## src/inc/mic_pkg.sv

```systemverilog
/*
  Constants, types and register layout of the interrupt controller.
  Assumes one 25 MHz clock, a 32-bit APB register bus and a core that
  does the stack push, program counter load and pop when it is told to.
*/
// How it works
// - A source event sets its request flag.
// - A flag jumps only with its enable set.
// - Global enable at 0 blocks every jump.
// - Taking an interrupt pushes the next-instruction address first.
// - Then the counter loads the vector address.
// - Return-from-interrupt pops the saved program counter.
// - Servicing clears the global enable automatically.
// - Requests while disabled still set their flags.
// - Software re-enabling inside a handler permits nesting.
// - Full stack blocks acknowledging any request.
// - Any newly set flag wakes the device.
// - Edge select: off, rising, falling, both.
// - First control register layout, global enable bit 0.
// - Second control register: four flags, four enables.
// - Timer group register: compare flags 5,4, enables 1,0.
// - Unused bits read 0; set means pending/enabled.
// - Timer compares share a group vector.
// - Group flag sets on any included compare flag; here any compare match of its timer sets it and compare enables are ignored.
// - Group service clears group flag, not compare flags.
// - Servicing a direct source clears its own flag.
package mic_pkg;

  // Register bus widths.
  localparam int APB_AW = 8;
  localparam int APB_DW = 32;
  localparam int REG_W = 8;

  // Register byte addresses, one aligned word each.
  localparam logic [7:0] EDGE_SELECT_OFS = 8'h00;
  localparam logic [7:0] PRIMARY_CTRL0_OFS = 8'h04;
  localparam logic [7:0] PRIMARY_CTRL1_OFS = 8'h08;
  localparam logic [7:0] GROUP0_OFS = 8'h0C;
  localparam logic [7:0] GROUP1_OFS = 8'h10;

  // Reset value shared by all five registers.
  localparam logic [7:0] REG_RESET = 8'h00;

  // Edge select field and its codes.
  localparam int EDGE_SEL_LSB = 0;
  localparam logic [1:0] EDGE_OFF = 2'h0;
  localparam logic [1:0] EDGE_RISE = 2'h1;
  localparam logic [1:0] EDGE_FALL = 2'h2;
  localparam logic [1:0] EDGE_BOTH = 2'h3;

  // Global enable position in the first control register.
  localparam int GLOBAL_EN_BIT = 0;

  // Vectored sources, index order is priority order (0 highest).
  localparam int NSRC = 7;
  localparam int SRC_PIN = 0;
  localparam int SRC_GROUP0 = 1;
  localparam int SRC_TICK0 = 2;
  localparam int SRC_GROUP1 = 3;
  localparam int SRC_CONV = 4;
  localparam int SRC_NVM = 5;
  localparam int SRC_TICK1 = 6;

  // Per source: 1 when it lives in the second control register.
  localparam logic [NSRC-1:0] SRC_IN_CTRL1 = 7'h78;
  // Per source flag and enable bit positions.
  localparam int SRC_FLAG_BIT [NSRC] = '{4, 6, 5, 4, 6, 5, 7};
  localparam int SRC_EN_BIT [NSRC] = '{1, 3, 2, 0, 2, 1, 3};

  // Timer compare sources: index 2*timer + (0 = P match, 1 = A match).
  localparam int NCMP = 4;
  localparam int CMPA_FLAG_BIT = 5;
  localparam int CMPP_FLAG_BIT = 4;
  localparam int CMPA_EN_BIT = 1;
  localparam int CMPP_EN_BIT = 0;

  // Program counter and vector table.
  localparam int PC_W = 12;
  localparam logic [PC_W-1:0] VEC_BASE = 12'h004;
  localparam logic [PC_W-1:0] VEC_STRIDE = 12'h004;

  // Service sequencer states.
  typedef enum logic [1:0] {
    SEQ_IDLE = 2'b00,
    SEQ_PUSH = 2'b01,
    SEQ_JUMP = 2'b10
  } mic_seq_e;

  // Commands to the core's program counter and stack.
  typedef struct packed {
    logic push_stb;
    logic [PC_W-1:0] push_pc;
    logic load_stb;
    logic [PC_W-1:0] load_addr;
    logic pop_stb;
  } mic_core_cmd_s;

  // Timer compare match pulses.
  typedef struct packed {
    logic tmr1_cmpa;
    logic tmr1_cmpp;
    logic tmr0_cmpa;
    logic tmr0_cmpp;
  } mic_cmp_evt_s;

endpackage

```

## src/design/mic_irq_ctrl.sv

```systemverilog
/*
  Interrupt controller top: request flags, enables, edge detect on the
  external pin, fixed priority selection, service sequencer and an APB
  slave for the five interrupt registers.
  Assumes peripheral events are one-cycle pulses on REF_CLK, the external
  pin is asynchronous, and the core reports stack full and return from
  interrupt on REF_CLK and obeys the push, load and pop strobes.
*/
`timescale 1ns/10ps

module mic_irq_ctrl
(
  input wire logic REF_CLK,
  input wire logic NRST,
  input wire logic CE,
  // APB slave.
  input wire logic PSEL,
  input wire logic PENABLE,
  input wire logic PWRITE,
  input wire logic [mic_pkg::APB_AW-1:0] PADDR,
  input wire logic [mic_pkg::APB_DW-1:0] PWDATA,
  output logic [mic_pkg::APB_DW-1:0] PRDATA,
  output logic PREADY,
  output logic PSLVERR,
  // Event sources.
  input wire logic EXT_PIN,
  input wire logic TICK0_EVT,
  input wire logic TICK1_EVT,
  input wire logic CONV_DONE,
  input wire logic NVM_DONE,
  input wire mic_pkg::mic_cmp_evt_s CMP_EVT,
  // Core side.
  input wire logic [mic_pkg::PC_W-1:0] CORE_NEXT_PC,
  input wire logic STACK_FULL,
  input wire logic RETI_EXEC,
  output mic_pkg::mic_core_cmd_s CORE_CMD,
  output logic WAKE
);

  ////////////////////////////////////////////////////////////////////////////
  // Declarations.

  // Pin synchroniser stages and the previous synced level.
  logic pin_meta_reg;
  logic pin_sync_reg;
  logic pin_prev_reg;
  // Edge select field.
  logic [1:0] edge_sel_reg;
  // Vectored source flags and enables, indexed by source.
  logic [mic_pkg::NSRC-1:0] flag_reg;
  logic [mic_pkg::NSRC-1:0] enable_reg;
  // Global enable.
  logic gie_reg;
  // Timer compare flags and enables.
  logic [mic_pkg::NCMP-1:0] cmp_flag_reg;
  logic [mic_pkg::NCMP-1:0] cmp_en_reg;
  // Sequencer state and the captured service data.
  mic_pkg::mic_seq_e seq_reg;
  mic_pkg::mic_seq_e seq_next;
  logic [mic_pkg::PC_W-1:0] saved_pc_reg;
  logic [mic_pkg::PC_W-1:0] vec_addr_reg;
  logic pop_reg;
  logic wake_reg;
  // Read data and error captured in the setup phase.
  logic [mic_pkg::APB_DW-1:0] rdata_reg;
  logic err_reg;

  // Combinational helpers.
  logic pin_evt;
  logic [mic_pkg::NSRC-1:0] src_evt;
  logic [mic_pkg::NCMP-1:0] cmp_evt;
  logic [mic_pkg::NSRC-1:0] pending;
  logic [mic_pkg::NSRC-1:0] svc_onehot;
  logic [2:0] svc_idx;
  logic take;
  logic access;
  logic hit_edge;
  logic hit_ctrl0;
  logic hit_ctrl1;
  logic hit_grp0;
  logic hit_grp1;
  logic hit_any;
  logic wr_ctrl0;
  logic wr_ctrl1;
  logic [mic_pkg::REG_W-1:0] rd_ctrl0;
  logic [mic_pkg::REG_W-1:0] rd_ctrl1;
  logic [mic_pkg::REG_W-1:0] rd_mux;

  ////////////////////////////////////////////////////////////////////////////
  // External pin: synchronise, then detect the selected edge.

  // Two flops guard against metastability; the third only holds history.
  always_ff @(posedge REF_CLK)
  begin
    if (!NRST)
    begin
      pin_meta_reg <= 1'b0;
      pin_sync_reg <= 1'b0;
      pin_prev_reg <= 1'b0;
    end
    else if (CE)
    begin
      pin_meta_reg <= EXT_PIN;
      pin_sync_reg <= pin_meta_reg;
      pin_prev_reg <= pin_sync_reg;
    end
  end

  // Decode of the edge field; the off code ignores the pin entirely.
  always_comb
  begin
    unique case (edge_sel_reg)
      mic_pkg::EDGE_OFF: pin_evt = 1'b0;
      mic_pkg::EDGE_RISE: pin_evt = pin_sync_reg & ~pin_prev_reg;
      mic_pkg::EDGE_FALL: pin_evt = ~pin_sync_reg & pin_prev_reg;
      mic_pkg::EDGE_BOTH: pin_evt = pin_sync_reg ^ pin_prev_reg;
    endcase
  end

  ////////////////////////////////////////////////////////////////////////////
  // Source events per vector.

  // Compare events in index order; each timer feeds its own group.
  assign cmp_evt = CMP_EVT;

  // The group entries fire whenever one of their compares fires.
  always_comb
  begin
    src_evt = '0;
    src_evt[mic_pkg::SRC_PIN] = pin_evt;
    src_evt[mic_pkg::SRC_GROUP0] = |cmp_evt[1:0];
    src_evt[mic_pkg::SRC_TICK0] = TICK0_EVT;
    src_evt[mic_pkg::SRC_GROUP1] = |cmp_evt[3:2];
    src_evt[mic_pkg::SRC_CONV] = CONV_DONE;
    src_evt[mic_pkg::SRC_NVM] = NVM_DONE;
    src_evt[mic_pkg::SRC_TICK1] = TICK1_EVT;
  end

  ////////////////////////////////////////////////////////////////////////////
  // APB decode.

  // The slave answers without wait states unless the block is frozen,
  // which keeps the master waiting rather than losing a write.
  assign PREADY = CE;
  assign access = PSEL & PENABLE & CE;
  assign hit_edge = (PADDR == mic_pkg::EDGE_SELECT_OFS);
  assign hit_ctrl0 = (PADDR == mic_pkg::PRIMARY_CTRL0_OFS);
  assign hit_ctrl1 = (PADDR == mic_pkg::PRIMARY_CTRL1_OFS);
  assign hit_grp0 = (PADDR == mic_pkg::GROUP0_OFS);
  assign hit_grp1 = (PADDR == mic_pkg::GROUP1_OFS);
  assign hit_any = hit_edge | hit_ctrl0 | hit_ctrl1 | hit_grp0 | hit_grp1;
  assign wr_ctrl0 = access & PWRITE & hit_ctrl0;
  assign wr_ctrl1 = access & PWRITE & hit_ctrl1;

  ////////////////////////////////////////////////////////////////////////////
  // Priority selection.

  // A source is pending only with its flag and its own enable set.
  assign pending = flag_reg & enable_reg;

  // Lowest index wins; exactly one source is chosen per service.
  always_comb
  begin
    svc_idx = 3'h0;
    for (int i = mic_pkg::NSRC - 1; i >= 0; i--)
    begin
      if (pending[i])
      begin
        svc_idx = i[2:0];
      end
    end
  end

  // Acknowledge only from idle, with global enable set and room on the
  // stack; a handler that sets the global enable again can be nested.
  assign take = (seq_reg == mic_pkg::SEQ_IDLE) & gie_reg & ~STACK_FULL
              & (|pending);
  assign svc_onehot = take ? (mic_pkg::NSRC'(1) << svc_idx) : '0;

  ////////////////////////////////////////////////////////////////////////////
  // Vectored flags and enables.

  genvar gi;
  generate
    for (gi = 0; gi < mic_pkg::NSRC; gi++)
    begin : g_src
      // A hardware set wins over both the service clear and a software
      // write, so an event landing in the clearing cycle is kept.
      always_ff @(posedge REF_CLK)
      begin
        if (!NRST)
        begin
          flag_reg[gi] <= 1'b0;
        end
        else if (CE)
        begin
          if (src_evt[gi])
          begin
            flag_reg[gi] <= 1'b1;
          end
          else if (svc_onehot[gi])
          begin
            // Group entries clear only themselves, never the compares.
            flag_reg[gi] <= 1'b0;
          end
          else if (mic_pkg::SRC_IN_CTRL1[gi] ? wr_ctrl1 : wr_ctrl0)
          begin
            flag_reg[gi] <= PWDATA[mic_pkg::SRC_FLAG_BIT[gi]];
          end
        end
      end

      // Enables change only by software.
      always_ff @(posedge REF_CLK)
      begin
        if (!NRST)
        begin
          enable_reg[gi] <= 1'b0;
        end
        else if (CE && (mic_pkg::SRC_IN_CTRL1[gi] ? wr_ctrl1 : wr_ctrl0))
        begin
          enable_reg[gi] <= PWDATA[mic_pkg::SRC_EN_BIT[gi]];
        end
      end
    end
  endgenerate

  // Global enable: the service clear wins over a software write in the
  // same cycle so that the handler always starts with it cleared.
  always_ff @(posedge REF_CLK)
  begin
    if (!NRST)
    begin
      gie_reg <= 1'b0;
    end
    else if (CE)
    begin
      if (take)
      begin
        gie_reg <= 1'b0;
      end
      else if (wr_ctrl0)
      begin
        gie_reg <= PWDATA[mic_pkg::GLOBAL_EN_BIT];
      end
    end
  end

  ////////////////////////////////////////////////////////////////////////////
  // Timer compare flags, enables and the edge select field.

  // Compare flags are set by their match and cleared only by software.
  generate
    for (gi = 0; gi < mic_pkg::NCMP; gi++)
    begin : g_cmp
      always_ff @(posedge REF_CLK)
      begin
        if (!NRST)
        begin
          cmp_flag_reg[gi] <= 1'b0;
          cmp_en_reg[gi] <= 1'b0;
        end
        else if (CE)
        begin
          if (cmp_evt[gi])
          begin
            cmp_flag_reg[gi] <= 1'b1;
          end
          else if (access && PWRITE && (gi < 2 ? hit_grp0 : hit_grp1))
          begin
            cmp_flag_reg[gi] <= PWDATA[(gi % 2 == 1) ? mic_pkg::CMPA_FLAG_BIT
                                                      : mic_pkg::CMPP_FLAG_BIT];
          end
          if (access && PWRITE && (gi < 2 ? hit_grp0 : hit_grp1))
          begin
            cmp_en_reg[gi] <= PWDATA[(gi % 2 == 1) ? mic_pkg::CMPA_EN_BIT
                                                    : mic_pkg::CMPP_EN_BIT];
          end
        end
      end
    end
  endgenerate

  // Edge select is plain storage.
  always_ff @(posedge REF_CLK)
  begin
    if (!NRST)
    begin
      edge_sel_reg <= mic_pkg::REG_RESET[1:0];
    end
    else if (CE && access && PWRITE && hit_edge)
    begin
      edge_sel_reg <= PWDATA[mic_pkg::EDGE_SEL_LSB +: 2];
    end
  end

  ////////////////////////////////////////////////////////////////////////////
  // Service sequencer.

  // Idle takes a request, push hands the return address to the stack,
  // jump loads the vector; the core is expected to honour each strobe.
  always_comb
  begin
    seq_next = seq_reg;
    unique case (seq_reg)
      mic_pkg::SEQ_IDLE:
      begin
        if (take)
        begin
          seq_next = mic_pkg::SEQ_PUSH;
        end
      end
      mic_pkg::SEQ_PUSH: seq_next = mic_pkg::SEQ_JUMP;
      mic_pkg::SEQ_JUMP: seq_next = mic_pkg::SEQ_IDLE;
      default: seq_next = mic_pkg::SEQ_IDLE;
    endcase
  end

  // State register.
  always_ff @(posedge REF_CLK)
  begin
    if (!NRST)
    begin
      seq_reg <= mic_pkg::SEQ_IDLE;
    end
    else if (CE)
    begin
      seq_reg <= seq_next;
    end
  end

  // Return address and vector are captured when the request is taken.
  always_ff @(posedge REF_CLK)
  begin
    if (!NRST)
    begin
      saved_pc_reg <= '0;
      vec_addr_reg <= '0;
    end
    else if (CE && take)
    begin
      saved_pc_reg <= CORE_NEXT_PC;
      vec_addr_reg <= mic_pkg::VEC_BASE
                    + mic_pkg::PC_W'(svc_idx) * mic_pkg::VEC_STRIDE;
    end
  end

  // Return from interrupt becomes one pop strobe.
  always_ff @(posedge REF_CLK)
  begin
    if (!NRST)
    begin
      pop_reg <= 1'b0;
    end
    else if (CE)
    begin
      pop_reg <= RETI_EXEC;
    end
  end

  // Push and load strobes are state decodes, the pop strobe is a flop; address fields come from flops.
  assign CORE_CMD.push_stb = (seq_reg == mic_pkg::SEQ_PUSH);
  assign CORE_CMD.push_pc = saved_pc_reg;
  assign CORE_CMD.load_stb = (seq_reg == mic_pkg::SEQ_JUMP);
  assign CORE_CMD.load_addr = vec_addr_reg;
  assign CORE_CMD.pop_stb = pop_reg;

  ////////////////////////////////////////////////////////////////////////////
  // Wake-up.

  // Only a flag that goes from clear to set wakes the core; a flag that
  // software set beforehand suppresses a direct source's wake-up; a compare wakes unless both its own flag and its group flag are set.
  always_ff @(posedge REF_CLK)
  begin
    if (!NRST)
    begin
      wake_reg <= 1'b0;
    end
    else if (CE)
    begin
      wake_reg <= (|(src_evt & ~flag_reg))
                | (|(cmp_evt & ~cmp_flag_reg));
    end
  end
  assign WAKE = wake_reg;

  ////////////////////////////////////////////////////////////////////////////
  // Read back.

  // Build the two control bytes from the per-source arrays.
  always_comb
  begin
    rd_ctrl0 = '0;
    rd_ctrl1 = '0;
    rd_ctrl0[mic_pkg::GLOBAL_EN_BIT] = gie_reg;
    for (int i = 0; i < mic_pkg::NSRC; i++)
    begin
      if (mic_pkg::SRC_IN_CTRL1[i])
      begin
        rd_ctrl1[mic_pkg::SRC_FLAG_BIT[i]] = flag_reg[i];
        rd_ctrl1[mic_pkg::SRC_EN_BIT[i]] = enable_reg[i];
      end
      else
      begin
        rd_ctrl0[mic_pkg::SRC_FLAG_BIT[i]] = flag_reg[i];
        rd_ctrl0[mic_pkg::SRC_EN_BIT[i]] = enable_reg[i];
      end
    end
  end

  // Address mux; unmapped addresses read zero.
  always_comb
  begin
    rd_mux = '0;
    if (hit_edge)
    begin
      rd_mux[mic_pkg::EDGE_SEL_LSB +: 2] = edge_sel_reg;
    end
    else if (hit_ctrl0)
    begin
      rd_mux = rd_ctrl0;
    end
    else if (hit_ctrl1)
    begin
      rd_mux = rd_ctrl1;
    end
    else if (hit_grp0 || hit_grp1)
    begin
      rd_mux[mic_pkg::CMPA_FLAG_BIT] = hit_grp0 ? cmp_flag_reg[1] : cmp_flag_reg[3];
      rd_mux[mic_pkg::CMPP_FLAG_BIT] = hit_grp0 ? cmp_flag_reg[0] : cmp_flag_reg[2];
      rd_mux[mic_pkg::CMPA_EN_BIT] = hit_grp0 ? cmp_en_reg[1] : cmp_en_reg[3];
      rd_mux[mic_pkg::CMPP_EN_BIT] = hit_grp0 ? cmp_en_reg[0] : cmp_en_reg[2];
    end
  end

  // Data and error are captured in the setup phase, so the access phase
  // presents flopped values; the flags shown are those at setup.
  always_ff @(posedge REF_CLK)
  begin
    if (!NRST)
    begin
      rdata_reg <= '0;
      err_reg <= 1'b0;
    end
    else if (CE && PSEL && !PENABLE)
    begin
      rdata_reg <= {{(mic_pkg::APB_DW - mic_pkg::REG_W){1'b0}}, rd_mux};
      err_reg <= ~hit_any;
    end
  end

  assign PRDATA = rdata_reg;
  assign PSLVERR = err_reg & PSEL & PENABLE;

endmodule

```

## config.mk

```make
export PLATFORM = sky130hd
export DESIGN_NAME = mic_irq_ctrl
export DESIGN_NICKNAME = d
export VERILOG_FILES = /design/src/inc/mic_pkg.sv /design/src/design/mic_irq_ctrl.sv
export SDC_FILE = /design/constraint.sdc
export NUM_CORES = 1
export LEC_CHECK = 0
export BUFFER_PORTS_ARGS = -buffer_cell sky130_fd_sc_hd__buf_2
export CELL_PAD_IN_SITES_DETAIL_PLACEMENT = 0
export CELL_PAD_IN_SITES_GLOBAL_PLACEMENT = 1
export CORE_ASPECT_RATIO = 1.1
export CORE_UTILIZATION = 30
export CTS_BUF_LIST = sky130_fd_sc_hd__clkbuf_16
export DETAILED_ROUTE_END_ITERATION = 7
export PLACE_DENSITY = 0.73
export RECOVER_POWER = 25
export SLEW_MARGIN = 20
export SYNTH_ARGS = -nofsm -noshare
export SYNTH_HDL_FRONTEND = slang
export SYNTH_SLANG_ARGS = --single-unit
```

## constraint.sdc

```tcl
create_clock -name REF_CLK -period 2.5 [get_ports REF_CLK]
set_input_delay 0.5 -clock REF_CLK [delete_from_list [all_inputs] [get_ports REF_CLK]]
set_output_delay 0.5 -clock REF_CLK [all_outputs]
set_load 0.005 [all_outputs]
```

==> results.md <==
* Post-Syn Area at 3210 um^2
* DIE HEIGHT at 111 um
* Routability congestion estimate at 0.828
* Number of buffers created by CTS at 9
* Share of flip-flops with an asynchronous set or reset at 0%
* Critical Path RT at 2750 ps
* Clock tree from TritonCTS: done
* Clock latency on the worst-skew pair at 320 ps
* Run status: finished clean
* Delay of the slowest cell on the worst path at 630 ps
* Share of power burned in registers at 41.8%
* Cell depth of the worst min-delay path at 3
* Worst Hold Class: input pin to register
* Clock skew at 7.55 ps
* Fraction of layout instances using a drive strength above 1 at 22.8%
* Count of pins on the block boundary at 131
* Final worst-path cycle share at 84.4%
* Terminating pin of the worst hold path: pin_meta_reg
* Count of TritonRoute iterations in the first routing pass at 4
* Minimum clock period after layout at 2110 ps
* Cell-internal power at 1740 uW
* CP top delay family: compound AO/OA/AOI/OAI gates
* Hold_ws at 415 ps
* Number of design rule violations left after detail routing at 0
* Horiz. Die Dim at 101 um
* Number of antenna diodes at 0
* Sequential area share after synthesis at 35.5%
* Most frequent cells in the layout: 67 x sky130_fd_sc_hd__buf_2, 57 x sky130_fd_sc_hd__dfxtp_1, 41 x sky130_fd_sc_hd__nand2_1
* Clock sinks at 57
* Dominant synthesized flop cell: sky130_fd_sc_hd__dfxtp_1
* Quantity of hold-fixing buffers added after cts at 0
* Per-cell via count in the routed design at 4.89
* Aggregate negative setup slack at 0 ps
* Number of enable flip-flop cells after synthesis at 0
* Vias at 2993
* Maximum vdd drop at 0.307 mV
* Starting density of the core at 30.9%
* Share of the core filled with cells at 37.7%
* Net Sw Frac at 23.1%
* Worst-margin pin slew at 734 ps
* Critical Path Start Type: register
* Register-to-Register Path Depth at 8
* Sort of element at the end of the critical path: register
* CTS H-Tree Depth at 3
* Total of endpoints with negative setup slack in the final report at 0
* Post-detailed-routing wire length at 8760 um
* Via count of the first global-routing pass at 2773
* Pwr dens at 579 nW/um^2
* Total number of yosys warnings at 0
* Relative area change from synthesis to final layout at 21.9%
* End of the worst register-to-register path: flag_reg[3]
* Worst slew margin relative to its limit at 51.0%
* Gates resized, CTS repair at 0
* DP HPWL at 6640 um
* Core footprint at 10400 um^2
* Category of the critical setup timing path: register to register
* Top cells by area, synth: sky130_fd_sc_hd__dfxtp_1 36%, sky130_fd_sc_hd__buf_4 8.2%, sky130_fd_sc_hd__mux2i_1 6.9%
* Cells after synthesis at 387
* Setup Slack @ Placement at 120 ps
* Unrepaired setup endpoints after global routing: false
* Combinational fraction of design power at 7.7%
* Achievable frequency at 0.474 GHz
* WP data arrival at 2360 ps
* Avg WL per Cell at 14.3 um
* Final design instance area without fill at 3920 um^2
* Count of state elements after synthesis at 57
* Clk pin slew, worst setup/hold paths at 50 ps
* Count of standard-cell rows at 39
* Maximum fanout along the worst path at 7
* Global-route wire length before repair at 14200 um
* Cell taking the most area after synthesis: sky130_fd_sc_hd__dfxtp_1
* Maximum number of pins on one net before global-route repair at 29
* Net load switching power at 523 uW
* Max-cap check violation count at 0
* Max Buffers Root-to-Sink at 2
* Number of flip-flops under the largest register name at 12
* Hold Path Origin: EXT_PIN
* Final nets at 539
* Worst reg2reg startpoint: flag_reg[3]
* Sequence of cells on the critical path: a22oi_1 > nand2_1 > and2_1 > ha_1 > ha_1 > nand2_1 > o221ai_1 > a21oi_1
* Total die area at 11100 um^2
* Area share of the leading cell type in the synthesized netlist at 35.5%
* Hold violation count in the final report at 0
* Final Worst Setup Slack at 389 ps
* Global-route congestion overflow total at 0
* Reg2reg setup slack at 390 ps
* Initial antenna violation count at 0
* Total leakage power at 0.00162 uW
* Global-route usage over all layers at 16.5%
* IO buf count at 74
* Netlist cell types at 57
* Post-Syn Area per Cell at 8.30 um^2
* Commonest non-fill, non-tap cell in the layout: sky130_fd_sc_hd__buf_2
* Critical Path Slowest Stage Cell: sky130_fd_sc_hd__a22oi_1
* Placed instance area at 3650 um^2
* Worst path bufs/invs at 0
* Post-CTS Setup Inserts at 0
* Final max-slew violation count at 0
* Share of power burned in the clock network at 50.5%
* Clk root buf: sky130_fd_sc_hd__clkbuf_16
* Number of DRC violations after detailed-routing iteration 0 at 169
* DRT antenna net count at 0
==> cell usage after synthesis, drive strengths merged (3+ instances only) <==
| master | n |
|---|---|
| a32oi | 3 |
| nor2 | 35 |
| nor3 | 3 |
| a31oi | 9 |
| o21a | 4 |
| nand2 | 41 |
| ha | 6 |
| a2bb2oi | 3 |
| o21ai | 13 |
| a21oi | 26 |
| or3 | 3 |
| o31ai | 5 |
| nand4 | 3 |
| nor4b | 3 |
| clkbuf | 14 |
| inv | 14 |
| dfxtp | 57 |
| buf | 40 |
| nand3 | 9 |
| mux2i | 22 |
| o22ai | 10 |
| and3 | 8 |
| nand3b | 3 |
| nor4 | 4 |
| a21boi | 4 |
| a22oi | 7 |
| nand2b | 6 |
==> worst max path at each step <==
stage / cells past startpoint / to / from / slack, ps
floorplan: 5 / saved_pc_reg[3] / STACK_FULL / 390
global placement: 5 / flag_reg[0] / PADDR[2] / 180
detailed placement: 5 / flag_reg[2] / PADDR[2] / 120
CTS: 6 / vec_addr_reg[4] / flag_reg[3] / 410
global route: 8 / flag_reg[3] / flag_reg[3] / 220
finish: 8 / flag_reg[3] / flag_reg[3] / 390
==> power groups by stage <==
stage	Combinational (uW)	Clock, uW	Sequential [uW]
after floorplan	134	0	957
after global placement	171	0	965
after detailed placement	173	0	965
after CTS	174	1180	946
after global routing	196	1220	948
final	173	1150	947
==> through the flow <==
stage,instances,power (uW)
floorplan,418,1090
global placement,596,1140
detailed placement,596,1140
CTS,612,2300
global route,612,2360
finish,612,2270
==> cell type report <==
type / instances / area [um^2]
Clock inverter: 7 / 53.8
Tap cell: 143 / 179
Clock buffer: 9 / 225
Sequential cell: 57 / 1140
Fill cell: 1118 / 6480
Inverter: 15 / 56.3
Timing Repair Buffer: 89 / 474
Multi-Input combinational cell: 292 / 1790
==> logic make-up (layout without fill, tap and decap cells) <==
group                      Yosys count  count (layout)  share of synthesized area, %
AOI/OAI and AO/OA                   99              99                          21.3
adders and majority gates            6               6                          2.34
buffers and inverters               69             120                          12.5
DFF                                 57              57                          35.5
muxes                               22              22                          6.85
other                                1              32                         0.117
and+or+nand+nor                    133             133                          21.4
==> metal layers <==
layer / up-vias / share of wire, % / GRT usage [%] / wire length [um]
met5: - / 0 / 0 / 0
met4: 0 / 0.88 / 4.73 / 77
met3: 8 / 8.9 / 4.11 / 782
met2: 134 / 45 / 25.5 / 3900
met1: 1373 / 46 / 22.5 / 4000
li1: 1478 / - / - / -
==> tightest hold or removal path, delay by kind of cell <==
kind	cells	cell delay, ps
buffers and inverters	1	70
AND/OR/NAND/NOR	1	70
multiplexers	1	50
(Power assumes the default switching activity.)
